### src/hdl/owlr_pkg.sv
package owlr_pkg;
	// clock period
	localparam int CLK_PERIOD_NS = 10;
	// device address byte, sent msb first
	localparam logic [7:0] DEV_ADDR = 8'h72;
	// data byte field positions
	localparam int ACK_REQ_POS  = 7;
	localparam int SUB_HI_POS   = 6;
	localparam int SUB_LO_POS   = 5;
	localparam int LEVEL_MSB    = 4;
	// stored level after power reset: full scale
	localparam logic [4:0] LEVEL_RESET = 5'h1F;
	localparam int FRAME_BITS   = 16;
	// times in their own units
	localparam int START_TIME_NS         = 2000;
	localparam int END_OF_STREAM_TIME_NS = 2000;
	localparam int ACK_PULSE_TIME_NS     = 512000;
	localparam int ACK_VALID_DELAY_NS    = 2000;
	localparam int MODE_DETECT_DELAY_US  = 100;
	localparam int MODE_DETECT_LOW_TIME_US = 260;
	localparam int MODE_DETECT_WINDOW_US = 1000;
	localparam int SHUTDOWN_TIME_US      = 2500;
	// cycle counts: longest times round down, least times round up
	localparam int ACK_PULSE_CYCLES   = ACK_PULSE_TIME_NS / CLK_PERIOD_NS;
	localparam int ACK_VALID_CYCLES   = (ACK_VALID_DELAY_NS + CLK_PERIOD_NS - 1) / CLK_PERIOD_NS;
	localparam int EOS_CYCLES         = (END_OF_STREAM_TIME_NS + CLK_PERIOD_NS - 1) / CLK_PERIOD_NS;
	localparam int MODE_DELAY_CYCLES  = (MODE_DETECT_DELAY_US * 1000) / CLK_PERIOD_NS;
	localparam int MODE_LOW_CYCLES    = (MODE_DETECT_LOW_TIME_US * 1000 + CLK_PERIOD_NS - 1) / CLK_PERIOD_NS;
	localparam int MODE_WINDOW_CYCLES = (MODE_DETECT_WINDOW_US * 1000) / CLK_PERIOD_NS;
	localparam int SHUTDOWN_CYCLES    = (SHUTDOWN_TIME_US * 1000) / CLK_PERIOD_NS;
	localparam int CNT_W = 20;
	localparam int SYNC_STAGES = 3;

	typedef enum logic [2:0]
	{
		OWLR_OFF    = 3'b000,
		OWLR_DETECT = 3'b001,
		OWLR_PWM    = 3'b010,
		OWLR_IDLE   = 3'b011,
		OWLR_BITS   = 3'b100,
		OWLR_ACKWT  = 3'b101,
		OWLR_ACK    = 3'b110
	} owlr_state_t;
endpackage

### src/hdl/owlr_sync.sv
`timescale 1ns/1ps
module owlr_sync
	import owlr_pkg::*;
(
	// clock and reset
	input  wire logic CLK_IN,
	input  wire logic RESETN_IN,
	// raw pin and filtered level
	input  wire logic PIN_IN,
	output logic      LEVEL_OUT
);
	logic [SYNC_STAGES-1:0] stage;
	logic [SYNC_STAGES-1:0] next_stage;
	logic                   level;
	logic                   next_level;

	// a change counts only once the second and third stage agree
	always_comb
	begin
		next_stage = {stage[SYNC_STAGES-2:0], PIN_IN};
		next_level = (stage[1] == stage[2]) ? stage[2] : level;
	end

	// line idles high through the pull-up
	always_ff @(posedge CLK_IN or negedge RESETN_IN)
	begin
		if (!RESETN_IN)
		begin
			stage <= 3'h7;
			level <= 1'h1;
		end
		else
		begin
			stage <= next_stage;
			level <= next_level;
		end
	end

	assign LEVEL_OUT = level;
endmodule

### src/hdl/owlr_top.sv
`timescale 1ns/1ps
module owlr_top
	import owlr_pkg::*;
#(
	parameter int ACK_PULSE  = ACK_PULSE_CYCLES,
	parameter int MODE_DELAY = MODE_DELAY_CYCLES,
	parameter int MODE_LOW   = MODE_LOW_CYCLES,
	parameter int MODE_WIN   = MODE_WINDOW_CYCLES,
	parameter int SHUTDOWN   = SHUTDOWN_CYCLES
)
(
	// clock and reset
	input  wire logic       CLK_IN,
	input  wire logic       RESETN_IN,
	// control line, open drain acknowledge
	input  wire logic       CTRL_IN,
	output logic            CTRL_OUT,
	output logic            CTRL_OE_OUT,
	// status
	output logic [4:0]      LEVEL_OUT,
	output logic            ENABLED_OUT,
	output logic            ONE_WIRE_MODE_OUT,
	output logic            FRAME_DONE_OUT
);
	owlr_state_t      state;
	owlr_state_t      next_state;
	logic [CNT_W-1:0] cnt;
	logic [CNT_W-1:0] next_cnt;
	logic [CNT_W-1:0] low_cnt;
	logic [CNT_W-1:0] next_low_cnt;
	logic [CNT_W-1:0] high_cnt;
	logic [CNT_W-1:0] next_high_cnt;
	logic [CNT_W-1:0] win_cnt;
	logic [CNT_W-1:0] next_win_cnt;
	logic [15:0]      shift;
	logic [15:0]      next_shift;
	logic [4:0]       nbits;
	logic [4:0]       next_nbits;
	logic [4:0]       level;
	logic [4:0]       next_level;
	logic             done;
	logic             next_done;
	logic             data_open;
	logic             next_data_open;
	logic             line;
	logic             line_d;
	logic             fall;
	logic             rise;
	logic             valid;

	owlr_sync owlr_sync_i
	(
		.CLK_IN    (CLK_IN),
		.RESETN_IN (RESETN_IN),
		.PIN_IN    (CTRL_IN),
		.LEVEL_OUT (line)
	);

	always_ff @(posedge CLK_IN or negedge RESETN_IN)
	begin
		if (!RESETN_IN)
			line_d <= 1'h1;
		else
			line_d <= line;
	end

	assign fall = line_d & ~line;
	assign rise = ~line_d & line;

	function automatic logic [CNT_W-1:0] sat_inc(input logic [CNT_W-1:0] v);
		sat_inc = (&v) ? v : v + 1'h1;
	endfunction

	// address, sub-address and count all checked
	assign valid = (nbits == 5'(FRAME_BITS)) && (shift[15:8] == DEV_ADDR)
		&& !shift[SUB_HI_POS] && !shift[SUB_LO_POS];

	always_comb
	begin
		next_state    = state;
		next_cnt      = sat_inc(cnt);
		next_low_cnt  = low_cnt;
		next_high_cnt = high_cnt;
		next_win_cnt  = sat_inc(win_cnt);
		next_shift    = shift;
		next_nbits    = nbits;
		next_level    = level;
		next_done     = 1'h0;
		next_data_open = data_open;
		// a long low shuts the device down from any mode
		if (state != OWLR_OFF && state != OWLR_ACK && !line && cnt >= CNT_W'(SHUTDOWN - 1)
			&& state != OWLR_BITS && state != OWLR_ACKWT)
			next_state = OWLR_OFF;
		case (state)
			OWLR_OFF:
			begin
				next_cnt = '0;
				next_win_cnt = '0;
				if (rise)
					next_state = OWLR_DETECT;
			end
			// low longer than detect time, after delay, inside window
			OWLR_DETECT:
			begin
				if (fall)
					next_cnt = '0;
				if (!line && win_cnt >= CNT_W'(MODE_DELAY) && cnt >= CNT_W'(MODE_LOW))
					next_state = OWLR_IDLE;
				else if (win_cnt >= CNT_W'(MODE_WIN))
					next_state = OWLR_PWM;
			end
			OWLR_PWM:
			begin
				if (fall || rise)
					next_cnt = '0;
			end
			// high line counts as start, first fall opens the address byte
			OWLR_IDLE:
			begin
				if (fall)
				begin
					next_cnt = '0;
					next_low_cnt = '0;
					next_high_cnt = '0;
					next_nbits = '0;
					next_data_open = 1'h0;
					next_state = OWLR_BITS;
				end
				else if (rise)
					next_cnt = '0;
			end
			OWLR_BITS:
			begin
				// phase lengths counted on the internal clock
				if (line)
					next_high_cnt = sat_inc(high_cnt);
				else
					next_low_cnt = sat_inc(low_cnt);
				// a falling edge closes the bit
				if (fall)
				begin
					next_low_cnt = '0;
					next_high_cnt = '0;
					next_cnt = '0;
					// the fall after the gap between bytes only opens the data byte
					if (nbits == 5'(FRAME_BITS / 2) && !data_open)
						next_data_open = 1'h1;
					else
					begin
						next_shift = {shift[14:0], high_cnt > low_cnt};
						next_nbits = nbits + 5'h01;
					end
				end
				// too many bits: drop the frame instead of wrapping the count
				else if (nbits > 5'(FRAME_BITS))
					next_state = OWLR_ACKWT;
				// low stop after 16 bits: end of stream or ack wait
				else if (nbits == 5'(FRAME_BITS) && !line && low_cnt >= CNT_W'(ACK_VALID_CYCLES))
				begin
					next_cnt = '0;
					next_state = OWLR_ACKWT;
				end
				// high end-of-stream only after the full 16-bit frame; long lows fall to shutdown
				else if (line && high_cnt >= CNT_W'(EOS_CYCLES) && nbits == 5'(FRAME_BITS))
				begin
					next_state = OWLR_ACKWT;
					next_cnt = '0;
				end
				else if (!line && low_cnt >= CNT_W'(SHUTDOWN - 1))
					next_state = OWLR_OFF;
			end
			OWLR_ACKWT:
			begin
				// level only from a full valid frame
				if (valid)
					next_level = shift[LEVEL_MSB:0];
				next_done = valid;
				next_cnt = '0;
				// acknowledge only when asked and valid
				if (valid && shift[ACK_REQ_POS])
					next_state = OWLR_ACK;
				else
					next_state = OWLR_IDLE;
				next_nbits = '0;
			end
			// pull-down held for the acknowledge pulse time
			OWLR_ACK:
			begin
				if (cnt >= CNT_W'(ACK_PULSE - 1))
				begin
					next_cnt = '0;
					next_state = OWLR_IDLE;
				end
			end
			default:
				next_state = OWLR_OFF;
		endcase
	end

	always_ff @(posedge CLK_IN or negedge RESETN_IN)
	begin
		if (!RESETN_IN)
		begin
			state    <= OWLR_OFF;
			cnt      <= '0;
			low_cnt  <= '0;
			high_cnt <= '0;
			win_cnt  <= '0;
			shift    <= '0;
			nbits    <= '0;
			// full scale after power reset only
			level    <= LEVEL_RESET;
			done     <= 1'h0;
			data_open <= 1'h0;
		end
		else
		begin
			state    <= next_state;
			cnt      <= next_cnt;
			low_cnt  <= next_low_cnt;
			high_cnt <= next_high_cnt;
			win_cnt  <= next_win_cnt;
			shift    <= next_shift;
			nbits    <= next_nbits;
			level    <= next_level;
			done     <= next_done;
			data_open <= next_data_open;
		end
	end

	// open drain: only ever drive low
	assign CTRL_OUT          = 1'h0;
	assign CTRL_OE_OUT       = (state == OWLR_ACK);
	assign LEVEL_OUT         = level;
	assign ENABLED_OUT       = (state != OWLR_OFF);
	assign ONE_WIRE_MODE_OUT = (state == OWLR_IDLE) || (state == OWLR_BITS)
		|| (state == OWLR_ACKWT) || (state == OWLR_ACK);
	assign FRAME_DONE_OUT    = done;
endmodule

### config.mk
export PLATFORM = sky130hd
export DESIGN_NAME = owlr_top
export DESIGN_NICKNAME = d
export VERILOG_FILES = /design/src/hdl/owlr_pkg.sv /design/src/hdl/owlr_sync.sv /design/src/hdl/owlr_top.sv
export SDC_FILE = /design/constraint.sdc
export NUM_CORES = 1
export LEC_CHECK = 0
export ABC_AREA = 1
export BUFFER_PORTS_ARGS = -buffer_cell sky130_fd_sc_hd__buf_2
export CORE_MARGIN = 8
export CORE_UTILIZATION = 55
export CTS_CLUSTER_DIAMETER = 80
export DETAILED_ROUTE_END_ITERATION = 10
export PLACE_DENSITY_LB_ADDON = 0.12
export SYNTH_ARGS = -nofsm -noshare
export SYNTH_HDL_FRONTEND = slang
export SYNTH_SLANG_ARGS = --single-unit
export TNS_END_PERCENT = 30
### constraint.sdc
create_clock -name CLK_IN -period 2.5 [get_ports CLK_IN]
set_clock_uncertainty 0.2 [all_clocks]
set_input_delay 0.625 -clock CLK_IN [delete_from_list [all_inputs] [get_ports CLK_IN]]
set_output_delay 0.625 -clock CLK_IN [all_outputs]
set_load 0.005 [all_outputs]
==> Implementation_results.wiki, run 1 <==
{| class="wikitable"
! Metric !! Value
|-
| Cell area after placement || 8120 um2
|-
| Logic depth of the worst setup path including buffers || 7
|-
| Clock insertion delay at the later pin of the skew report || 420 ps
|-
| Share of the synthesized area in the top cell type || 34.0%
|-
| Post-synth top area cell || sky130_fd_sc_hd__dfrtp_1
|-
| Worst Hold End || owlr_sync_i.stage[0]
|-
| Sinks on the clock net || 116
|-
| Wire length of the first global-routing pass || 33.5 mm
|-
| ANT cells || 0
|-
| Sw Share || 22.1%
|-
| DR pass1 iterations || 6
|-
| Power Dens Cells || 551 nW/um2
|-
| Total half-perimeter wirelength after legalization and detailed placement || 14.1 mm
|-
| Critical path start-end classification || reg2out
|-
| Number of clock buffers inserted by TritonCTS || 17
|-
| Post-synthesis share of cell area spent on full adders, half adders and majority gates || 5.27%
|-
| Clock Tree Buf Depth || 2
|-
| Global placement routability congestion || 0.985
|-
| Number of buffer cells added on primary ports || 11
|-
| Seq pwr share || 39.4%
|-
| Area of the die || 18,200 um2
|-
| Hold Vio Cnt, Final || 0
|-
| Static Leakage || 4.04 nW
|-
| Core Rows || 43
|-
| Worst hold-check path type || in2reg
|-
| Part of the Yosys area used for sequential elements || 37.4%
|-
| Yosys warning count || 0
|-
| Cell chain of the critical path || buf_4, nor2_4, inv_1, nor2_4, inv_1, nand2_1, buf_2
|-
| Effective utilization at floorplan || 56.1%
|-
| FMAX || 416 MHz
|-
| Capture point of the worst reg-to-reg path || LEVEL_OUT[3]
|-
| Synth area leaders || sky130_fd_sc_hd__dfrtp_1 (34%), sky130_fd_sc_hd__nand2_1 (12%), sky130_fd_sc_hd__nor2_1 (6.6%)
|-
| Total power || 0.00486 W
|-
| Critical path's slowest cell || sky130_fd_sc_hd__dfrtp_1
|-
| Largest driver fanout on the critical path || 9
|-
| Compound-gate portion of the synthesized area || 9.62%
|-
| # H-tree levels || 4
|-
| TritonCTS clock tree || done
|-
| Via Count || 7,185
|-
| Combinational cell fraction of total power || 5.2%
|-
| Hold Path Depth || 1
|-
| Fraction of final layout cells sized beyond drive strength 1 || 12.7%
|-
| Setup WS pre-CTS || 174 ps
|-
| Synthesized netlist cell count || 1,085
|-
| Filler instances || 1,274
|-
| Share of async-settable or async-resettable flops after synthesis || 100%
|-
| Total congestion overflow || 0
|-
| Outcome || completed
|-
| Synthesis-stage register bit count || 116
|-
| Starting DRT DRC Count || 617
|-
| Aggregate global-route resource usage || 22.8%
|-
| Number of buffers and inverters on the critical path || 4
|-
| Post-route cell area || 8830 um2
|-
| Dominant combinational cell family by area after synthesis || simple AND/OR/NAND/NOR gates
|-
| Antenna-violating nets left || 0
|-
| Post-synthesis simple-gate area fraction || 35.1%
|-
| Hold WS || 111 ps
|-
| Top-level port count || 13
|-
| Max transition margin || 63.4%
|-
| Actual transition at the worst max-transition pin || 545 ps
|-
| Commonest cells in the synthesized netlist || sky130_fd_sc_hd__nand2_1 (254), sky130_fd_sc_hd__nor2_1 (137), sky130_fd_sc_hd__inv_1 (125)
|-
| Largest delay share family, worst path || buffers and inverters
|-
| P&R area growth vs syn || 13.3%
|-
| Final cell utilization of the core || 63.6%
|-
| Post-Syn Area || 7790 um2
|-
| Final Critical Period || 2400 ps
|-
| Final number of max-transition violations || 0
|-
| Total Routed Length || 19.9 mm
|-
| Minimum setup slack in the final design || 95.5 ps
|-
| Max capacitance violation total || 0
|-
| Clock Tree Root || sky130_fd_sc_hd__clkbuf_16
|-
| Initial antenna violation count || 0
|-
| Cell depth of the worst flop-to-flop path || 9
|-
| Vertical die dimension || 135 um
|-
| Synthesized net count || 1,120
|-
| Largest stage delay, worst path || 390 ps
|-
| Synthesized area divided by synthesized cell count || 7.18 um2
|-
| Number of distinct library cell variants in the gate-level netlist after synthesis || 51
|-
| DRC errors left || 0
|-
| Maximum number of pins on one net before global-route repair || 47
|-
| Top FF cell, synth || sky130_fd_sc_hd__dfrtp_1
|-
| Reg2Reg Launch Point || nbits[0]
|-
| Launching element type of the critical path || flip-flop
|-
| Capturing element type of the critical path || output port
|-
| Area of the placeable core || 13,900 um2
|-
| Internal || 0.00379 W
|-
| Tcrit/Tclk final || 96.2%
|-
| Share of cell area taken by muxes after synthesis || 0.434%
|-
| Start point of the worst min-delay path || CTRL_IN
|-
| Launch point of the worst path || state[0]
|-
| Worst path arrival time || 1580 ps
|-
| Highest ir drop seen on vdd || 0.399 mV
|-
| Number of synthesized flops with an enable pin || 0
|-
| Data required, critical path || 1670 ps
|-
| Net load switching power || 0.00107 W
|-
| Net count reported at finish || 1,147
|-
| Most frequent cell after synthesis || sky130_fd_sc_hd__nand2_1
|-
| Horizontal extent of the die || 135 um
|-
| Average wire per standard cell || 15.3 um
|-
| Post-CTS clock slew at the launch and capture registers of the worst setup and hold paths || 60 ps
|-
| Relative contribution of the clock network to total power || 55.4%
|-
| Count of final setup violators || 0
|-
| Number of vias per cell after detailed routing || 5.51
|-
| Setup slack of the most critical reg-to-reg path || 180 ps
|-
| Number of global-route vias before repair || 6,758
|-
| XOR/XNOR Fraction of Synth Area || 3.60%
|}
## layout make-up
class | instances | area (um2) | share of cell area (%)
Multi-Input combinational cell | 809 | 4260 | 48.2
Tap cell | 180 | 225 | 2.55
Inverter | 131 | 493 | 5.59
Sequential cell | 116 | 2920 | 33.1
Clock inverter | 9 | 178 | 2.01
Timing Repair Buffer | 37 | 293 | 3.32
Clock buffer | 22 | 464 | 5.26
## cells by family after synthesis
| group | count (synthesis) |
|---|---|
| buf+inv | 160 |
| fa+ha+maj | 33 |
| mux | 3 |
| simple gates | 610 |
| flops | 116 |
| xor+xnor | 32 |
| other cells | 1 |
| compound gates | 130 |
## timing repair
action,4_1_cts,5_1_grt
buffers inserted,1,0
hold endpoints to repair,24,0
endpoints found under the setup margin,1,7
hold buffers,1,0
gates cloned,0,0
gates resized for setup,3,10
## flip-flops by register name, indices dropped and copies added, names as in the netlist
name                   cells
FRAME_DONE_OUT             1
LEVEL_OUT                  5
cnt                       20
data_open                  1
high_cnt                  20
line_d                     1
low_cnt                   20
nbits                      5
owlr_sync_i.LEVEL_OUT      1
owlr_sync_i.stage          3
shift                     16
state                      3
win_cnt                   20
## routing by layer
layer | wire (um) | GRT usage [%] | vias to the layer above
met5 | 0 | 0 | -
met4 | 324 | 6.66 | 0
met3 | 1280 | 4.53 | 28
met2 | 9030 | 35.6 | 236
met1 | 9260 | 31.2 | 3329
li1 | - | - | 3592
## per-stage QoR
step           TNS [ps]  std cells
6_report              0       1304
2_1_floorplan         0       1085
4_1_cts               0       1304
3_5_place_dp          0       1271
5_1_grt           -12.8       1304
3_3_place_gp          0       1271
## worst max path at each step
stage	endpoint	slack [ps]
2_1_floorplan	high_cnt[9]	450
3_3_place_gp	high_cnt[15]	230
3_5_place_dp	high_cnt[15]	170
4_1_cts	ONE_WIRE_MODE_OUT	2
5_1_grt	ONE_WIRE_MODE_OUT	-10
6_report	ONE_WIRE_MODE_OUT	100
## power groups by stage
stage | clock network [W] | logic, W | registers, W
after CTS | 0.00274 | 0.000251 | 0.00192
after detailed placement | 0 | 0.000247 | 0.00195
final | 0.00270 | 0.000251 | 0.00192
after global routing | 0.00283 | 0.000281 | 0.00192
after floorplan | 0 | 0.000124 | 0.00195
after global placement | 0 | 0.000245 | 0.00195
## cell usage in the layout (no fill, tap or decap), types with 3 or more instances in the layout
master and instances:
sky130_fd_sc_hd__nand2_1 252, sky130_fd_sc_hd__nor2_1 134, sky130_fd_sc_hd__inv_1 124, sky130_fd_sc_hd__dfrtp_1 104, sky130_fd_sc_hd__nand3_1 92, sky130_fd_sc_hd__o21ai_0 44
sky130_fd_sc_hd__nor3_1 43, sky130_fd_sc_hd__a21oi_1 41, sky130_fd_sc_hd__ha_1 32, sky130_fd_sc_hd__nand4_1 31, sky130_fd_sc_hd__xor2_1 28, sky130_fd_sc_hd__buf_4 23
sky130_fd_sc_hd__clkbuf_16 17, sky130_fd_sc_hd__nand2_2 15, sky130_fd_sc_hd__o21ai_1 14, sky130_fd_sc_hd__o21ai_2 11, sky130_fd_sc_hd__dfstp_2 10, sky130_fd_sc_hd__buf_2 10
sky130_fd_sc_hd__or2_2 9, sky130_fd_sc_hd__nor4_1 7, sky130_fd_sc_hd__nand3_2 6, sky130_fd_sc_hd__o31ai_1 6, sky130_fd_sc_hd__inv_2 5, sky130_fd_sc_hd__bufinv_16 5
sky130_fd_sc_hd__nor2_4 4, sky130_fd_sc_hd__nor2_2 4, sky130_fd_sc_hd__xnor2_1 4, sky130_fd_sc_hd__nand3b_1 3, sky130_fd_sc_hd__o21a_1 3, sky130_fd_sc_hd__mux2_2 3
sky130_fd_sc_hd__clkbuf_1 3, sky130_fd_sc_hd__clkinvlp_4 3, sky130_fd_sc_hd__buf_12 3
(Power assumes the default switching activity.)
==> inputs of run 2 (changes only) <==
--- a/config.mk
+++ b/config.mk
@@ -11,6 +11,7 @@
 export CORE_UTILIZATION = 55
 export CTS_CLUSTER_DIAMETER = 80
 export DETAILED_ROUTE_END_ITERATION = 10
+export MAX_ROUTING_LAYER = met4
 export PLACE_DENSITY_LB_ADDON = 0.12
 export SYNTH_ARGS = -nofsm -noshare
 export SYNTH_HDL_FRONTEND = slang
==> constraint.sdc (replaced) <==
create_clock -name CLK_IN -period 2.3 [get_ports CLK_IN]
set_clock_uncertainty 0.2 [all_clocks]
set_input_delay 0.575 -clock CLK_IN [delete_from_list [all_inputs] [get_ports CLK_IN]]
set_output_delay 0.575 -clock CLK_IN [all_outputs]
set_load 0.005 [all_outputs]
==> Implementation_results.wiki, run 2 (synthesized netlist as in run 1, its figures left out) <==
{| class="wikitable"
! Metric !! Value
|-
| Fraction of final layout cells sized beyond drive strength 1 || 15.5% (was 12.7%)
|-
| GR met3 Demand/Resource || 4.87% (was 4.53%)
|-
| Average wire per standard cell || 15.0 um (was 15.3 um)
|-
| Max capacitance violation total || 0 (unchanged)
|-
| Top-level port count || 13 (unchanged)
|-
| Total Routed Length || 19.9 mm (about the same)
|-
| Setup WS pre-CTS || 99.7 ps (was 174 ps)
|-
| Worst path arrival time || 1500 ps (was 1580 ps)
|-
| Global-route layer with the greatest usage || met2 (unchanged)
|-
| Critical path start-end classification || reg2out (unchanged)
|-
| Sum of negative setup slack || 0 ps (unchanged)
|-
| Total half-perimeter wirelength after legalization and detailed placement || 14.1 mm (about the same)
|-
| P&R area growth vs syn || 15.4% (was 13.3%)
|-
| Initial antenna violation count || 0 (unchanged)
|-
| Net load switching power || 0.00127 W (was 0.00107 W)
|-
| Via Count || 7,298 (was 7,185)
|-
| Internal || 0.00366 W (was 0.00379 W)
|-
| Net count reported at finish || 1,171 (was 1,147)
|-
| Clock Tree Buf Depth || 2 (unchanged)
|-
| Hold Vio Cnt, Final || 0 (unchanged)
|-
| Global placement routability congestion || 0.957 (was 0.985)
|-
| Number of clock buffers inserted by TritonCTS || 17 (unchanged)
|-
| Final Critical Period || 2280 ps
|-
| GR met1 Demand/Resource || 30.2% (was 31.2%)
|-
| Clock Tree Root || sky130_fd_sc_hd__clkbuf_16 (unchanged)
|-
| Worst hold-check path type || in2reg (unchanged)
|-
| Outcome || completed (unchanged)
|-
| Combinational cell fraction of total power || 5.9% (was 5.2%)
|-
| Power Dens Cells || 549 nW/um2 (was 551 nW/um2)
|-
| Total congestion overflow || 0 (unchanged)
|-
| Total power || 0.00493 W (was 0.00486 W)
|-
| Number of buffer cells added on primary ports || 11 (unchanged)
|-
| Tcrit/Tclk final || 99.1%
|-
| Horizontal extent of the die || 135 um (unchanged)
|-
| Maximum number of pins on one net before global-route repair || 63 (was 47)
|-
| Effective utilization at floorplan || 56.1% (unchanged)
|-
| Final number of max-transition violations || 0 (unchanged)
|-
| Launching element type of the critical path || flip-flop (unchanged)
|-
| Sw Share || 25.7% (was 22.1%)
|-
| Number of global-route vias before repair || 6,840 (was 6,758)
|-
| Core Rows || 43 (unchanged)
|-
| Area of the die || 18,200 um2 (unchanged)
|-
| ANT cells || 0 (unchanged)
|-
| Global-route met2 utilization || 35.0% (was 35.6%)
|-
| Largest driver fanout on the critical path || 6 (was 9)
|-
| Static Leakage || 4.14 nW (was 4.04 nW)
|-
| DR pass1 iterations || 5 (was 6)
|-
| FMAX || 439 MHz
|-
| Post-CTS clock slew at the launch and capture registers of the worst setup and hold paths || 60 ps (about the same)
|-
| Antenna-violating nets left || 0 (unchanged)
|-
| # H-tree levels || 4 (unchanged)
|-
| Commonest cells after routing, fill and taps aside || sky130_fd_sc_hd__nand2_1 (252), sky130_fd_sc_hd__nor2_1 (131), sky130_fd_sc_hd__inv_1 (121) (was sky130_fd_sc_hd__nand2_1 (252), sky130_fd_sc_hd__nor2_1 (134), sky130_fd_sc_hd__inv_1 (124))
|-
| Unrepaired setup endpoints after global routing || true
|-
| DRC errors left || 0 (unchanged)
|-
| Relative contribution of the clock network to total power || 51.9% (was 55.4%)
|-
| Sinks on the clock net || 116 (unchanged)
|-
| Data required, critical path || 1520 ps (was 1670 ps)
|-
| Area of the placeable core || 13,900 um2 (unchanged)
|-
| Aggregate global-route resource usage || 23.2% (was 22.8%)
|-
| Wire length of the first global-routing pass || 33.4 mm (was 33.5 mm)
|-
| TritonCTS clock tree || done (unchanged)
|-
| Minimum setup slack in the final design || 21.5 ps (was 95.5 ps)
|-
| Capturing element type of the critical path || output port (unchanged)
|-
| Seq pwr share || 42.2% (was 39.4%)
|-
| Most frequent standard cell in the layout excluding fill and tap cells || sky130_fd_sc_hd__nand2_1 (unchanged)
|-
| Hold WS || 54.6 ps (was 111 ps)
|-
| Vertical die dimension || 135 um (unchanged)
|-
| Count of final setup violators || 0 (unchanged)
|-
| Clock insertion delay at the later pin of the skew report || 420 ps (about the same)
|-
| Starting DRT DRC Count || 622 (was 617)
|-
| Number of vias per cell after detailed routing || 5.49 (was 5.51)
|-
| Highest ir drop seen on vdd || 0.526 mV (was 0.399 mV)
|}
-- run 2: cell types whose count changed in the layout (fill, tap and decap cells not counted), moves of 2 or more --
cell / before / now
sky130_fd_sc_hd__buf_4: 23 / 45
sky130_fd_sc_hd__inv_1: 124 / 121
sky130_fd_sc_hd__nor2_4: 4 / 7
sky130_fd_sc_hd__nor2_1: 134 / 131
sky130_fd_sc_hd__clkinv_4: 0 / 2
sky130_fd_sc_hd__clkbuf_1: 3 / 0
sky130_fd_sc_hd__bufinv_16: 5 / 1
sky130_fd_sc_hd__inv_6: 0 / 6
sky130_fd_sc_hd__clkbuf_8: 2 / 0
sky130_fd_sc_hd__inv_2: 5 / 7
sky130_fd_sc_hd__buf_6: 0 / 2
-- run 2: stage by stage --
step | cell area, um2 | util [%] | cells
after floorplan | 7790 | - | 1085
after CTS | 8920 | 64.3 | 1327
final | 8990 | 64.8 | 1329
after detailed placement | 8250 | 59.4 | 1288
after global placement | 8250 | 59.4 | 1288
after global routing | 8990 | 64.8 | 1329
-- run 2: what timing repair did --
action	CTS	global route
buffers inserted	6	2
gates resized for setup	16	12
endpoints found under the setup margin	2	24
endpoints found under the hold margin	4	0
hold buffers	1	0
pin swaps	1	3
-- run 2: layer usage --
layer	up-vias	share of wire, %
met4	0	2.6
li1	3649	-
met1	3355	46
met2	243	46
met5	-	0
met3	51	6.2
-- run 2: power groups by stage --
stage / Clock (W) / Sequential, W / Combinational, W
2_1_floorplan: 0 / 0.00212 / 0.000135
5_1_grt: 0.00271 / 0.00208 / 0.000318
3_5_place_dp: 0 / 0.00212 / 0.000263
6_report: 0.00256 / 0.00208 / 0.000290
3_3_place_gp: 0 / 0.00212 / 0.000263
4_1_cts: 0.00260 / 0.00208 / 0.000285
-- run 2: path summary, 6_finish.rpt --
check / from / endpoint / slack, ps / cells past startpoint
worst max register to register: line_d / high_cnt[15] / 120 / 8
worst max-delay path: state[0] / CTRL_OE_OUT / 20 / 6
min in group asynchronous: RESETN_IN / cnt[4] / 310 / 2
worst min register to register: owlr_sync_i.stage[0] / owlr_sync_i.stage[1] / 160 / 0
worst min-delay path: CTRL_IN / owlr_sync_i.stage[0] / 50 / 1
max in group asynchronous: RESETN_IN / owlr_sync_i.stage[0] / 1030 / 3
-- run 2: critical path: stages (launching register included) --
cell,delay (ps)
sky130_fd_sc_hd__dfrtp_1,420
sky130_fd_sc_hd__buf_6,160
sky130_fd_sc_hd__nor2_4,110
sky130_fd_sc_hd__inv_2,60
sky130_fd_sc_hd__nor2_4,100
sky130_fd_sc_hd__buf_4,120
sky130_fd_sc_hd__buf_2,120
-- run 2: cell type report --
type	count	area, um2
well taps	180	225
fillers	1233	4890
flip-flops and latches	116	2920
repair buffers	61	480
multi-input cells	809	4300
clock buffers	17	425
inverters	131	495
clock inverters	15	144
